`src/dorus_consts.vh`:
```
`ifndef DORUS_CONSTS_VH
`define DORUS_CONSTS_VH

// register byte offsets
`define DORUS_OFF_CH1_READBACK 12'h02c
`define DORUS_OFF_CH2_READBACK 12'h030
`define DORUS_OFF_STATUS 12'h034
`define DORUS_OFF_IRQ_MASK 12'h038

// address decode width
`define DORUS_ADDR_W 12

// field positions and widths
`define DORUS_VALUE_W 12
`define DORUS_CH1_UDR_BIT 13
`define DORUS_CH2_UDR_BIT 29

// reset values
`define DORUS_RST_READBACK 32'h0000_0000
`define DORUS_RST_STATUS 32'h0000_0000
`define DORUS_RST_MASK 32'h0000_0000

// bus responses
`define DORUS_RESP_OKAY 2'b00
`define DORUS_RESP_SLVERR 2'b10

`endif

```
`src/dorus_underrun_det.v`:
```
`timescale 1ns/1ps
`default_nettype none

// one converter channel: tracks the pending transfer request and flags a
// trigger that arrives before the previous request was served
module dorus_underrun_det (
    input wire aclk,
    input wire aresetn,
    input wire trigger,
    input wire dma_enable,
    input wire dma_ack,
    input wire flag_set,
    output reg dma_request,
    output reg underrun_event
);

    // a raised flag parks the channel: no new requests until software
    // clears it, so one stall is reported once and not per trigger
    always @(posedge aclk) begin
        if (!aresetn) begin
            dma_request <= 1'b0;
            underrun_event <= 1'b0;
        end else begin
            underrun_event <= 1'b0;
            if (trigger && dma_enable && !flag_set) begin
                if (dma_request && !dma_ack) begin
                    underrun_event <= 1'b1; // trigger outran the controller
                    dma_request <= 1'b0;
                end else begin
                    dma_request <= 1'b1;
                end
            end else if (dma_ack || !dma_enable || flag_set) begin
                dma_request <= 1'b0;
            end
        end
    end

endmodule // dorus_underrun_det

`default_nettype wire

```
`src/dorus_top.v`:
```
`timescale 1ns/1ps
`default_nettype none
`include "dorus_consts.vh"

// What this block does
// - channel one output value readable at 0x2c
// - channel two output value readable at 0x30
// - underrun flags set by hardware, write-one clears
// - bit 29 flags channel two transfer underrun
// - bit 13 flags channel one transfer underrun
// - status and mask read zero after reset, readbacks track the output values
module dorus_top #(
    parameter VALUE_W = `DORUS_VALUE_W
) (
    input wire aclk,
    input wire aresetn,
    // register bus, write address
    input wire [31:0] s_axi_awaddr,
    input wire [2:0] s_axi_awprot,
    input wire s_axi_awvalid,
    output wire s_axi_awready,
    // write data
    input wire [31:0] s_axi_wdata,
    input wire [3:0] s_axi_wstrb,
    input wire s_axi_wvalid,
    output wire s_axi_wready,
    // write response
    output reg [1:0] s_axi_bresp,
    output reg s_axi_bvalid,
    input wire s_axi_bready,
    // read address
    input wire [31:0] s_axi_araddr,
    input wire [2:0] s_axi_arprot,
    input wire s_axi_arvalid,
    output wire s_axi_arready,
    // read data
    output reg [31:0] s_axi_rdata,
    output reg [1:0] s_axi_rresp,
    output reg s_axi_rvalid,
    input wire s_axi_rready,
    // converter datapath: values now driving each output
    input wire [VALUE_W-1:0] ch1_output_value,
    input wire [VALUE_W-1:0] ch2_output_value,
    // selected conversion triggers, one-cycle pulses
    input wire ch1_trigger,
    input wire ch2_trigger,
    // transfer enables from the control logic
    input wire ch1_dma_enable,
    input wire ch2_dma_enable,
    // transfer controller side
    input wire ch1_dma_ack,
    input wire ch2_dma_ack,
    output wire ch1_dma_request,
    output wire ch2_dma_request,
    // interrupt, high while an unmasked flag stands
    output reg irq
);

    localparam AW = `DORUS_ADDR_W;
    localparam [31:0] RST_MASK = `DORUS_RST_MASK;

    // registered copies of the output values
    reg [VALUE_W-1:0] ch1_value_q;
    reg [VALUE_W-1:0] ch2_value_q;

    // sticky flags and their mask
    reg ch1_transfer_underrun_flag;
    reg ch2_transfer_underrun_flag;
    reg ch1_irq_mask;
    reg ch2_irq_mask;

    // write channel holding state
    reg aw_held;
    reg w_held;
    reg [AW-1:0] aw_addr_q;
    reg [31:0] w_data_q;
    reg [3:0] w_strb_q;

    // detector events
    wire ch1_underrun_event;
    wire ch2_underrun_event;

    // write decode
    wire wr_fire;
    wire wr_hit_status;
    wire wr_hit_mask;
    wire wr_hit_readback;
    wire wr_mapped;
    wire ch1_clear;
    wire ch2_clear;

    // read decode
    wire rd_fire;
    wire [AW-1:0] rd_addr;
    reg [31:0] next_rdata;
    reg [1:0] next_rresp;

    // status and mask words as software sees them
    wire [31:0] status_word;
    wire [31:0] mask_word;

    // ---------------------------------------------------------------
    // per-channel underrun detection
    // ---------------------------------------------------------------

    // channel one detector
    dorus_underrun_det u_ch1_det (
        .aclk(aclk),
        .aresetn(aresetn),
        .trigger(ch1_trigger),
        .dma_enable(ch1_dma_enable),
        .dma_ack(ch1_dma_ack),
        .flag_set(ch1_transfer_underrun_flag),
        .dma_request(ch1_dma_request),
        .underrun_event(ch1_underrun_event)
    );

    // channel two detector
    dorus_underrun_det u_ch2_det (
        .aclk(aclk),
        .aresetn(aresetn),
        .trigger(ch2_trigger),
        .dma_enable(ch2_dma_enable),
        .dma_ack(ch2_dma_ack),
        .flag_set(ch2_transfer_underrun_flag),
        .dma_request(ch2_dma_request),
        .underrun_event(ch2_underrun_event)
    );

    // ---------------------------------------------------------------
    // output value capture
    // ---------------------------------------------------------------

    // one flop stage so a read never samples a changing datapath word
    always @(posedge aclk) begin
        if (!aresetn) begin
            ch1_value_q <= {VALUE_W{1'b0}};
            ch2_value_q <= {VALUE_W{1'b0}};
        end else begin
            ch1_value_q <= ch1_output_value;
            ch2_value_q <= ch2_output_value;
        end
    end

    // ---------------------------------------------------------------
    // write address and data channels
    // ---------------------------------------------------------------

    // each channel stalls only while its own beat is held
    assign s_axi_awready = !aw_held;
    assign s_axi_wready = !w_held;

    // address and data may arrive in either order
    always @(posedge aclk) begin
        if (!aresetn) begin
            aw_held <= 1'b0;
            w_held <= 1'b0;
            aw_addr_q <= {AW{1'b0}};
            w_data_q <= 32'h0000_0000;
            w_strb_q <= 4'h0;
        end else begin
            if (s_axi_awvalid && !aw_held) begin
                aw_held <= 1'b1;
                aw_addr_q <= s_axi_awaddr[AW-1:0];
            end else if (wr_fire) begin
                aw_held <= 1'b0;
            end
            if (s_axi_wvalid && !w_held) begin
                w_held <= 1'b1;
                w_data_q <= s_axi_wdata;
                w_strb_q <= s_axi_wstrb;
            end else if (wr_fire) begin
                w_held <= 1'b0;
            end
        end
    end

    // commit once both halves are in and the last answer has gone
    assign wr_fire = aw_held && w_held && !s_axi_bvalid;

    // write decode; word aligned, low address bits ignored
    assign wr_hit_status = ({aw_addr_q[AW-1:2], 2'b00} == `DORUS_OFF_STATUS);
    assign wr_hit_mask = ({aw_addr_q[AW-1:2], 2'b00} == `DORUS_OFF_IRQ_MASK);
    assign wr_hit_readback = ({aw_addr_q[AW-1:2], 2'b00} == `DORUS_OFF_CH1_READBACK)
        || ({aw_addr_q[AW-1:2], 2'b00} == `DORUS_OFF_CH2_READBACK);
    assign wr_mapped = wr_hit_status || wr_hit_mask || wr_hit_readback;

    // a one in a flag position clears it, only with its byte lane on
    assign ch1_clear = wr_fire && wr_hit_status && w_strb_q[1]
        && w_data_q[`DORUS_CH1_UDR_BIT];
    assign ch2_clear = wr_fire && wr_hit_status && w_strb_q[3]
        && w_data_q[`DORUS_CH2_UDR_BIT];

    // write response; readback writes are accepted and dropped
    always @(posedge aclk) begin
        if (!aresetn) begin
            s_axi_bvalid <= 1'b0;
            s_axi_bresp <= `DORUS_RESP_OKAY;
        end else begin
            if (wr_fire) begin
                s_axi_bvalid <= 1'b1;
                s_axi_bresp <= wr_mapped ? `DORUS_RESP_OKAY : `DORUS_RESP_SLVERR;
            end else if (s_axi_bready) begin
                s_axi_bvalid <= 1'b0;
            end
        end
    end

    // ---------------------------------------------------------------
    // sticky underrun flags
    // ---------------------------------------------------------------

    // set wins over a clear in the same cycle so no event is lost
    always @(posedge aclk) begin
        if (!aresetn) begin
            ch1_transfer_underrun_flag <= 1'b0;
            ch2_transfer_underrun_flag <= 1'b0;
        end else begin
            if (ch1_underrun_event) begin
                ch1_transfer_underrun_flag <= 1'b1;
            end else if (ch1_clear) begin
                ch1_transfer_underrun_flag <= 1'b0;
            end
            if (ch2_underrun_event) begin
                ch2_transfer_underrun_flag <= 1'b1;
            end else if (ch2_clear) begin
                ch2_transfer_underrun_flag <= 1'b0;
            end
        end
    end

    // interrupt mask, same layout as the status word
    always @(posedge aclk) begin
        if (!aresetn) begin
            ch1_irq_mask <= RST_MASK[`DORUS_CH1_UDR_BIT];
            ch2_irq_mask <= RST_MASK[`DORUS_CH2_UDR_BIT];
        end else if (wr_fire && wr_hit_mask) begin
            if (w_strb_q[1]) begin
                ch1_irq_mask <= w_data_q[`DORUS_CH1_UDR_BIT];
            end
            if (w_strb_q[3]) begin
                ch2_irq_mask <= w_data_q[`DORUS_CH2_UDR_BIT];
            end
        end
    end

    // registered level, one cycle behind the flag
    always @(posedge aclk) begin
        if (!aresetn) begin
            irq <= 1'b0;
        end else begin
            irq <= (ch1_transfer_underrun_flag && ch1_irq_mask)
                || (ch2_transfer_underrun_flag && ch2_irq_mask);
        end
    end

    // ---------------------------------------------------------------
    // read channel
    // ---------------------------------------------------------------

    // reserved bits read zero
    assign status_word = {2'b00, ch2_transfer_underrun_flag, 15'h0000,
        ch1_transfer_underrun_flag, 13'h0000};
    assign mask_word = {2'b00, ch2_irq_mask, 15'h0000,
        ch1_irq_mask, 13'h0000};

    // one read in flight; a new address waits until rdata is taken
    assign s_axi_arready = !s_axi_rvalid;
    assign rd_fire = s_axi_arvalid && !s_axi_rvalid;
    assign rd_addr = s_axi_araddr[AW-1:0];

    // read mux; unmapped words answer zero with an error
    always @* begin
        next_rdata = 32'h0000_0000;
        next_rresp = `DORUS_RESP_OKAY;
        case ({rd_addr[AW-1:2], 2'b00})
            `DORUS_OFF_CH1_READBACK: begin
                next_rdata = {{(32-VALUE_W){1'b0}}, ch1_value_q};
            end
            `DORUS_OFF_CH2_READBACK: begin
                next_rdata = {{(32-VALUE_W){1'b0}}, ch2_value_q};
            end
            `DORUS_OFF_STATUS: begin
                next_rdata = status_word;
            end
            `DORUS_OFF_IRQ_MASK: begin
                next_rdata = mask_word;
            end
            default: begin
                next_rresp = `DORUS_RESP_SLVERR;
            end
        endcase
    end

    // read data come from flops, held until rready
    always @(posedge aclk) begin
        if (!aresetn) begin
            s_axi_rvalid <= 1'b0;
            s_axi_rdata <= 32'h0000_0000;
            s_axi_rresp <= `DORUS_RESP_OKAY;
        end else begin
            if (rd_fire) begin
                s_axi_rvalid <= 1'b1;
                s_axi_rdata <= next_rdata;
                s_axi_rresp <= next_rresp;
            end else if (s_axi_rready) begin
                s_axi_rvalid <= 1'b0;
            end
        end
    end

endmodule // dorus_top

`default_nettype wire

```
`config.mk`:
```
export PLATFORM = sky130hd
export DESIGN_NAME = dorus_top
export DESIGN_NICKNAME = d
export VERILOG_FILES = /design/src/dorus_underrun_det.v /design/src/dorus_top.v
export VERILOG_INCLUDE_DIRS = /design/src
export SDC_FILE = /design/constraint.sdc
export NUM_CORES = 1
export LEC_CHECK = 0
export BUFFER_PORTS_ARGS = -buffer_cell sky130_fd_sc_hd__buf_4
export CORE_UTILIZATION = 44
export CTS_BUF_LIST = sky130_fd_sc_hd__clkbuf_16
export DETAILED_ROUTE_END_ITERATION = 10
export GPL_TIMING_DRIVEN = 0
export PLACE_DENSITY = 0.86
export SLEW_MARGIN = 0
export SYNTH_ARGS = -nofsm -noshare
export SYNTH_HDL_FRONTEND = slang
export SYNTH_SLANG_ARGS = --single-unit
```
`constraint.sdc`:
```
create_clock -name aclk -period 3.86 [get_ports aclk]
set_input_delay 0 -clock aclk [delete_from_list [all_inputs] [get_ports aclk]]
set_output_delay 0 -clock aclk [all_outputs]
set_load 0.02 [all_outputs]
```
# Word level (Yosys, flattened, before mapping)
# Cells that the tools add are included.
# totals
register_bits,119
output_inout_bits,44
elab_cells,101
# op_classes
n_eq_ne,8
muxes,22
reduce_logical,50
# ops
cell,n
case mux 30 bit (4 select lines),1
"== test 10 x 4 -> 1 bit, second input constant",8
logical AND 1 bit,19
2-to-1 mux 1 bit,19
nonzero test 2 bit,8
logical NOT 1 bit,10
logical OR 1 bit,8
AND reduction 2 bit,4
2-to-1 mux 2 bit,2
OR reduction 4 bit,1

# Logic depth before layout (Yosys ltp)
# logic_depth
ltp_word,7
ltp_mapped,5
mapped_depth_nobuf,3

# Modules after synthesis
# Synthesis repeated with hierarchy kept, for this count alone.
# unflattened
cells_unflattened,277
area_unflattened_um2,2627.5
# by_module_without_submodules
mod,n_inst,cells_each,area_each_um2,seq_area_each_um2
dorus_top,1,261,2457.4,1261.2
dorus_underrun_det,2,8,85.1,40.0

# Worst setup path after synthesis
# OpenSTA, ideal clock, no wires.
# synth_path
path_type,register -> register
from,reg aw_addr_q[7]
to,reg s_axi_bresp[1]
arrival_ps,1354
required_ps,3738
slack_ps,2385
path_stages_with_launch,4
cell_sequence,dfxtp_1 or4_4 or2_0 o311a_1
# synth_between
elab_chain_cells,4
# synth_rtl
item,line_no,rtl
from (decl),dorus_top.v:75,reg [AW-1:0] aw_addr_q;
from (signal assigned),dorus_top.v:158,aw_addr_q <= {AW{1'b0}};
from (signal assigned),dorus_top.v:164,aw_addr_q <= s_axi_awaddr[AW-1:0];
== test 10 x 4 -> 1 bit (no source line),n/a,
logical OR 1 bit (on tied branches),"dorus_top.v:186, dorus_top.v:184",
logical OR 1 bit *,dorus_top.v:186,assign wr_mapped = wr_hit_status || wr_hit_mask || wr_hit_readback;
2-to-1 mux 2 bit (no source line) *,n/a,
to (signal assigned),dorus_top.v:198,s_axi_bresp <= `DORUS_RESP_OKAY;
to (signal assigned),dorus_top.v:202,s_axi_bresp <= wr_mapped ? `DORUS_RESP_OKAY : `DORUS_RESP_SLVERR;
to (decl),dorus_top.v:28,"output reg [1:0] s_axi_bresp,"
# Every way passes the cells marked *; elsewhere a longest branch is shown, timed or not.
# A chain may end at the register's enable or synchronous reset.

# Final worst setup path
# layout_path
from,reg u_ch1_det.dma_request
to,reg u_ch1_det.underrun_event
# layout_between
elab_chain_cells,2
# layout_rtl
item,line_no,rtl
from (decl),dorus_underrun_det.v:13,"output reg dma_request,"
from (signal assigned),dorus_underrun_det.v:21,dma_request <= 1'b0;
from (signal assigned),dorus_underrun_det.v:28,dma_request <= 1'b0;
from (signal assigned),dorus_underrun_det.v:30,dma_request <= 1'b1;
logical AND 1 bit,dorus_underrun_det.v:26,if (dma_request && !dma_ack) begin
2-to-1 mux 1 bit,dorus_underrun_det.v:26,
to (signal assigned),dorus_underrun_det.v:22,underrun_event <= 1'b0;
to (signal assigned),dorus_underrun_det.v:24,underrun_event <= 1'b0;
to (signal assigned),dorus_underrun_det.v:27,underrun_event <= 1'b1;
to (decl),dorus_underrun_det.v:14,output reg underrun_event
# Every way passes these cells.

==> flow_summary_export.csv <==
group,metric,value,unit
grt,grt_pass1_vias,2479,
sta,slew_headroom,0.529,
final_layout,nNetsFinal,588,
final_layout,stdcell_count,521,
clock_network,cts_setup_buffers,0,
yosys,ys_warn_count,0,
detailed_routing,dr.pass1.iters,4,
detailed_routing,vias_per_cell,4.84,
grt,grt_pass1_wl,11.5,mm
final_layout,mostFrequentLayoutCells,"buf_4 (104), dfxtp_1 (67), dlygate4sd3_1 (53)",
clock_network,cts_root_buf,"clkbuf_16",
clock_network,cts_buffers,9,
worst_hold_path,min_path_type,"primary input to register",
yosys,synthesis.area,2610,um^2
critical_path,arrival,2220,ps
detailed_routing,wirelength,7.35,mm
grt,grt.total_usage,0.246,
final_layout,drive_above_1_share,0.265,
clock_network,htreeDepth,3,
critical_path,crit_family,"buffers and inverters",
critical_path,worstPathMaxFanout,2,
critical_path,path_class,"register to register",
yosys,synth_edf_count,0,
sta,post-route-period-util,0.506,
critical_path,critPathMaxStageDelay,580,ps
clock_network,cts_resized,0,
detailed_routing,drc,0,
floorplan,die_w,79.0,um
grt,antenna_found_initial,0,
yosys,async_flop_share,0,
status,status,"complete, no violations",
placement,place_congestion,0.796,
floorplan,die_area,6230,um^2
floorplan,core,5610,um^2
power_and_ir_drop,ir_drop,291,uV
power_and_ir_drop,powerDensity,410,nW/um^2
flow_run,drv_cap,0,
yosys,synth.distinct_cells,36,
clock_network,clk_path_buf_depth,2,
critical_path,path_common_cell,"dlygate4sd3_1",
placement,post-dp-hpwl,4.55,mm
floorplan,num_rows,27,
critical_path,endpoint_kind,"register",
final_layout,final_common_cell,"buf_4",
detailed_routing,avgRoutedWirePerCell,14.1,um
yosys,yosys_register_bits,67,
sta,fmax,512,MHz
sta,fin_setup_tns,0,ps
final_layout,syn2layout_area_growth,61.4,%
sta,fin_skew,4.34,ps
final_layout,fillers,367,
critical_path,path_cells,"nor2b_1 -> nand2_1 -> dlygate4sd3_1 -> nor3_1 -> dlygate4sd3_1",
floorplan,ios,187,
critical_path,worstPathRequired,4130,ps
final_layout,diodes,0,
sta,rsz0062_at_grt,"false",
detailed_routing,drtAntennaViolNets,0,
grt,grt_remaining_overflow,0,
sta,finalHoldViolCount,0,
yosys,post_synth.cell_area_avg,9.38,um^2
critical_path,crit_path_start_kind,"register",
clock_network,clk_latency,330,ps
placement,port_buffers,84,
power_and_ir_drop,p_leak,1.85,nW
critical_path,critPathBufInv,2,
sta,finalSetupViolations,0,
sta,drv_slew,0,
critical_path,critPathSlowestCell,"dlygate4sd3_1",
yosys,synthCells,278,
clock_network,path_clk_slew,50,ps
floorplan,die_h,79.0,um
clock_network,clock_sinks,67,
power_and_ir_drop,p_total,1.72,mW
floorplan,start_util,0.465,
sta,layout_min_cycle_time,1950,ps
detailed_routing,num_vias,2524,
yosys,synth_flop_cell,"dfxtp_1",
grt,grt_max_degree,11,
sta,worst_pin_slew,697,ps
detailed_routing,drt_iter0_markers,156,
clock_network,postCtsHoldBufs,53,
placement,dp_cells,453,
yosys,seq_area_frac_synth,0.515,
clock_network,cts_tree,"built",
kinds of logic after synthesis:
group | after synthesis | synth area share
DFF | 67 | 0.515
muxes | 6 | 0.0230
and+or+nand+nor | 112 | 0.234
xor gates and xnor gates | 3 | 0.0101
AOI/OAI and AO/OA | 51 | 0.133
other | 1 | 0.00144
buffers and inverters | 38 | 0.0840
path summary, 6_finish.rpt:
kind | start | end | slack, ps | cells after the start
worst max-delay path | u_ch1_det.dma_request$_SDFFE_PN0P_ | u_ch1_det.underrun_event$_SDFF_PN0_ | 1910 | 5
worst min-delay path | s_axi_araddr[4] | s_axi_rdata[7]$_SDFFE_PN0P_ | 20 | 3
worst max register to register | u_ch1_det.dma_request$_SDFFE_PN0P_ | u_ch1_det.underrun_event$_SDFF_PN0_ | 1910 | 5
worst min register to register | aw_addr_q[9]$_SDFFE_PN0P_ | aw_addr_q[9]$_SDFFE_PN0P_ | 470 | 2
sequential cells by signal (all words and copies together) (netlist names), 2 cells and up:
name and flops:
s_axi_rdata 14, ch2_value_q 12, aw_addr_q 10, w_strb_q 2, w_data_q 2, ch1_value_q 12
through the flow:
stage          worst slack, ps  utilization  hold slack (ps)  cell area (um^2)
6_report                  1910        0.750             20.1              4210
5_1_grt                   1750        0.750             46.4              4210
4_1_cts                   1950        0.750             19.6              4210
3_5_place_dp              2250        0.606              211              3400
3_3_place_gp              2320        0.606              210              3400
2_1_floorplan             2380            -              116              2680
per-layer routing:
layer | routed length (um) | global-route usage | vias to the layer above
li1 | - | - | 1245
met5 | 0 | 0 | -
met4 | 218 | 0.109 | 0
met3 | 469 | 0.0816 | 19
met2 | 3610 | 0.420 | 102
met1 | 3050 | 0.276 | 1158
cell usage after synthesis (2+ instances only):
library cell   n  area [um^2]
a21boi_0      12         90.1
a22oi_1       14          105
a31oi_1        2         12.5
and2_1        24          150
buf_4         20          150
clkbuf_1      13         48.8
dfxtp_1       67         1340
inv_1          3         11.3
mux2i_1        6         60.1
nand2_1       31          116
nand2b_1       4         25.0
nand3_1       14         70.1
nand3b_1       2         15.0
nand4b_1       2         17.5
nor2_1         5         18.8
nor2b_1       14         87.6
nor3_1         5         25.0
nor4_1         3         18.8
nor4b_1        2         17.5
o211a_1        2         20.0
o21ai_0       17         85.1
xnor2_1        2         17.5
final cells by class:
type	count	area, um^2	area share
Buffer	35	208	0.0494
Clock buffer	9	225	0.0536
Clock inverter	6	51.3	0.0122
Inverter	3	11.3	0.00268
Multi-Input combinational cell	192	1120	0.266
Sequential cell	67	1340	0.319
Tap cell	72	90.1	0.0214
Timing Repair Buffer	137	1160	0.276
worst min-delay path: stages:
cell and delay, ps:
buf_4 100, a32oi_1 90, o21ai_0 120
power by group:
group / switching (mW) / internal (mW) / leakage (nW)
logic: 0.0990 / 0.126 / 1.15
registers: 0.0161 / 0.721 / 0.550
clock network: 0.275 / 0.486 / 0.149
total: 0.390 / 1.33 / 1.85
Power figures use the tool's default switching activity.
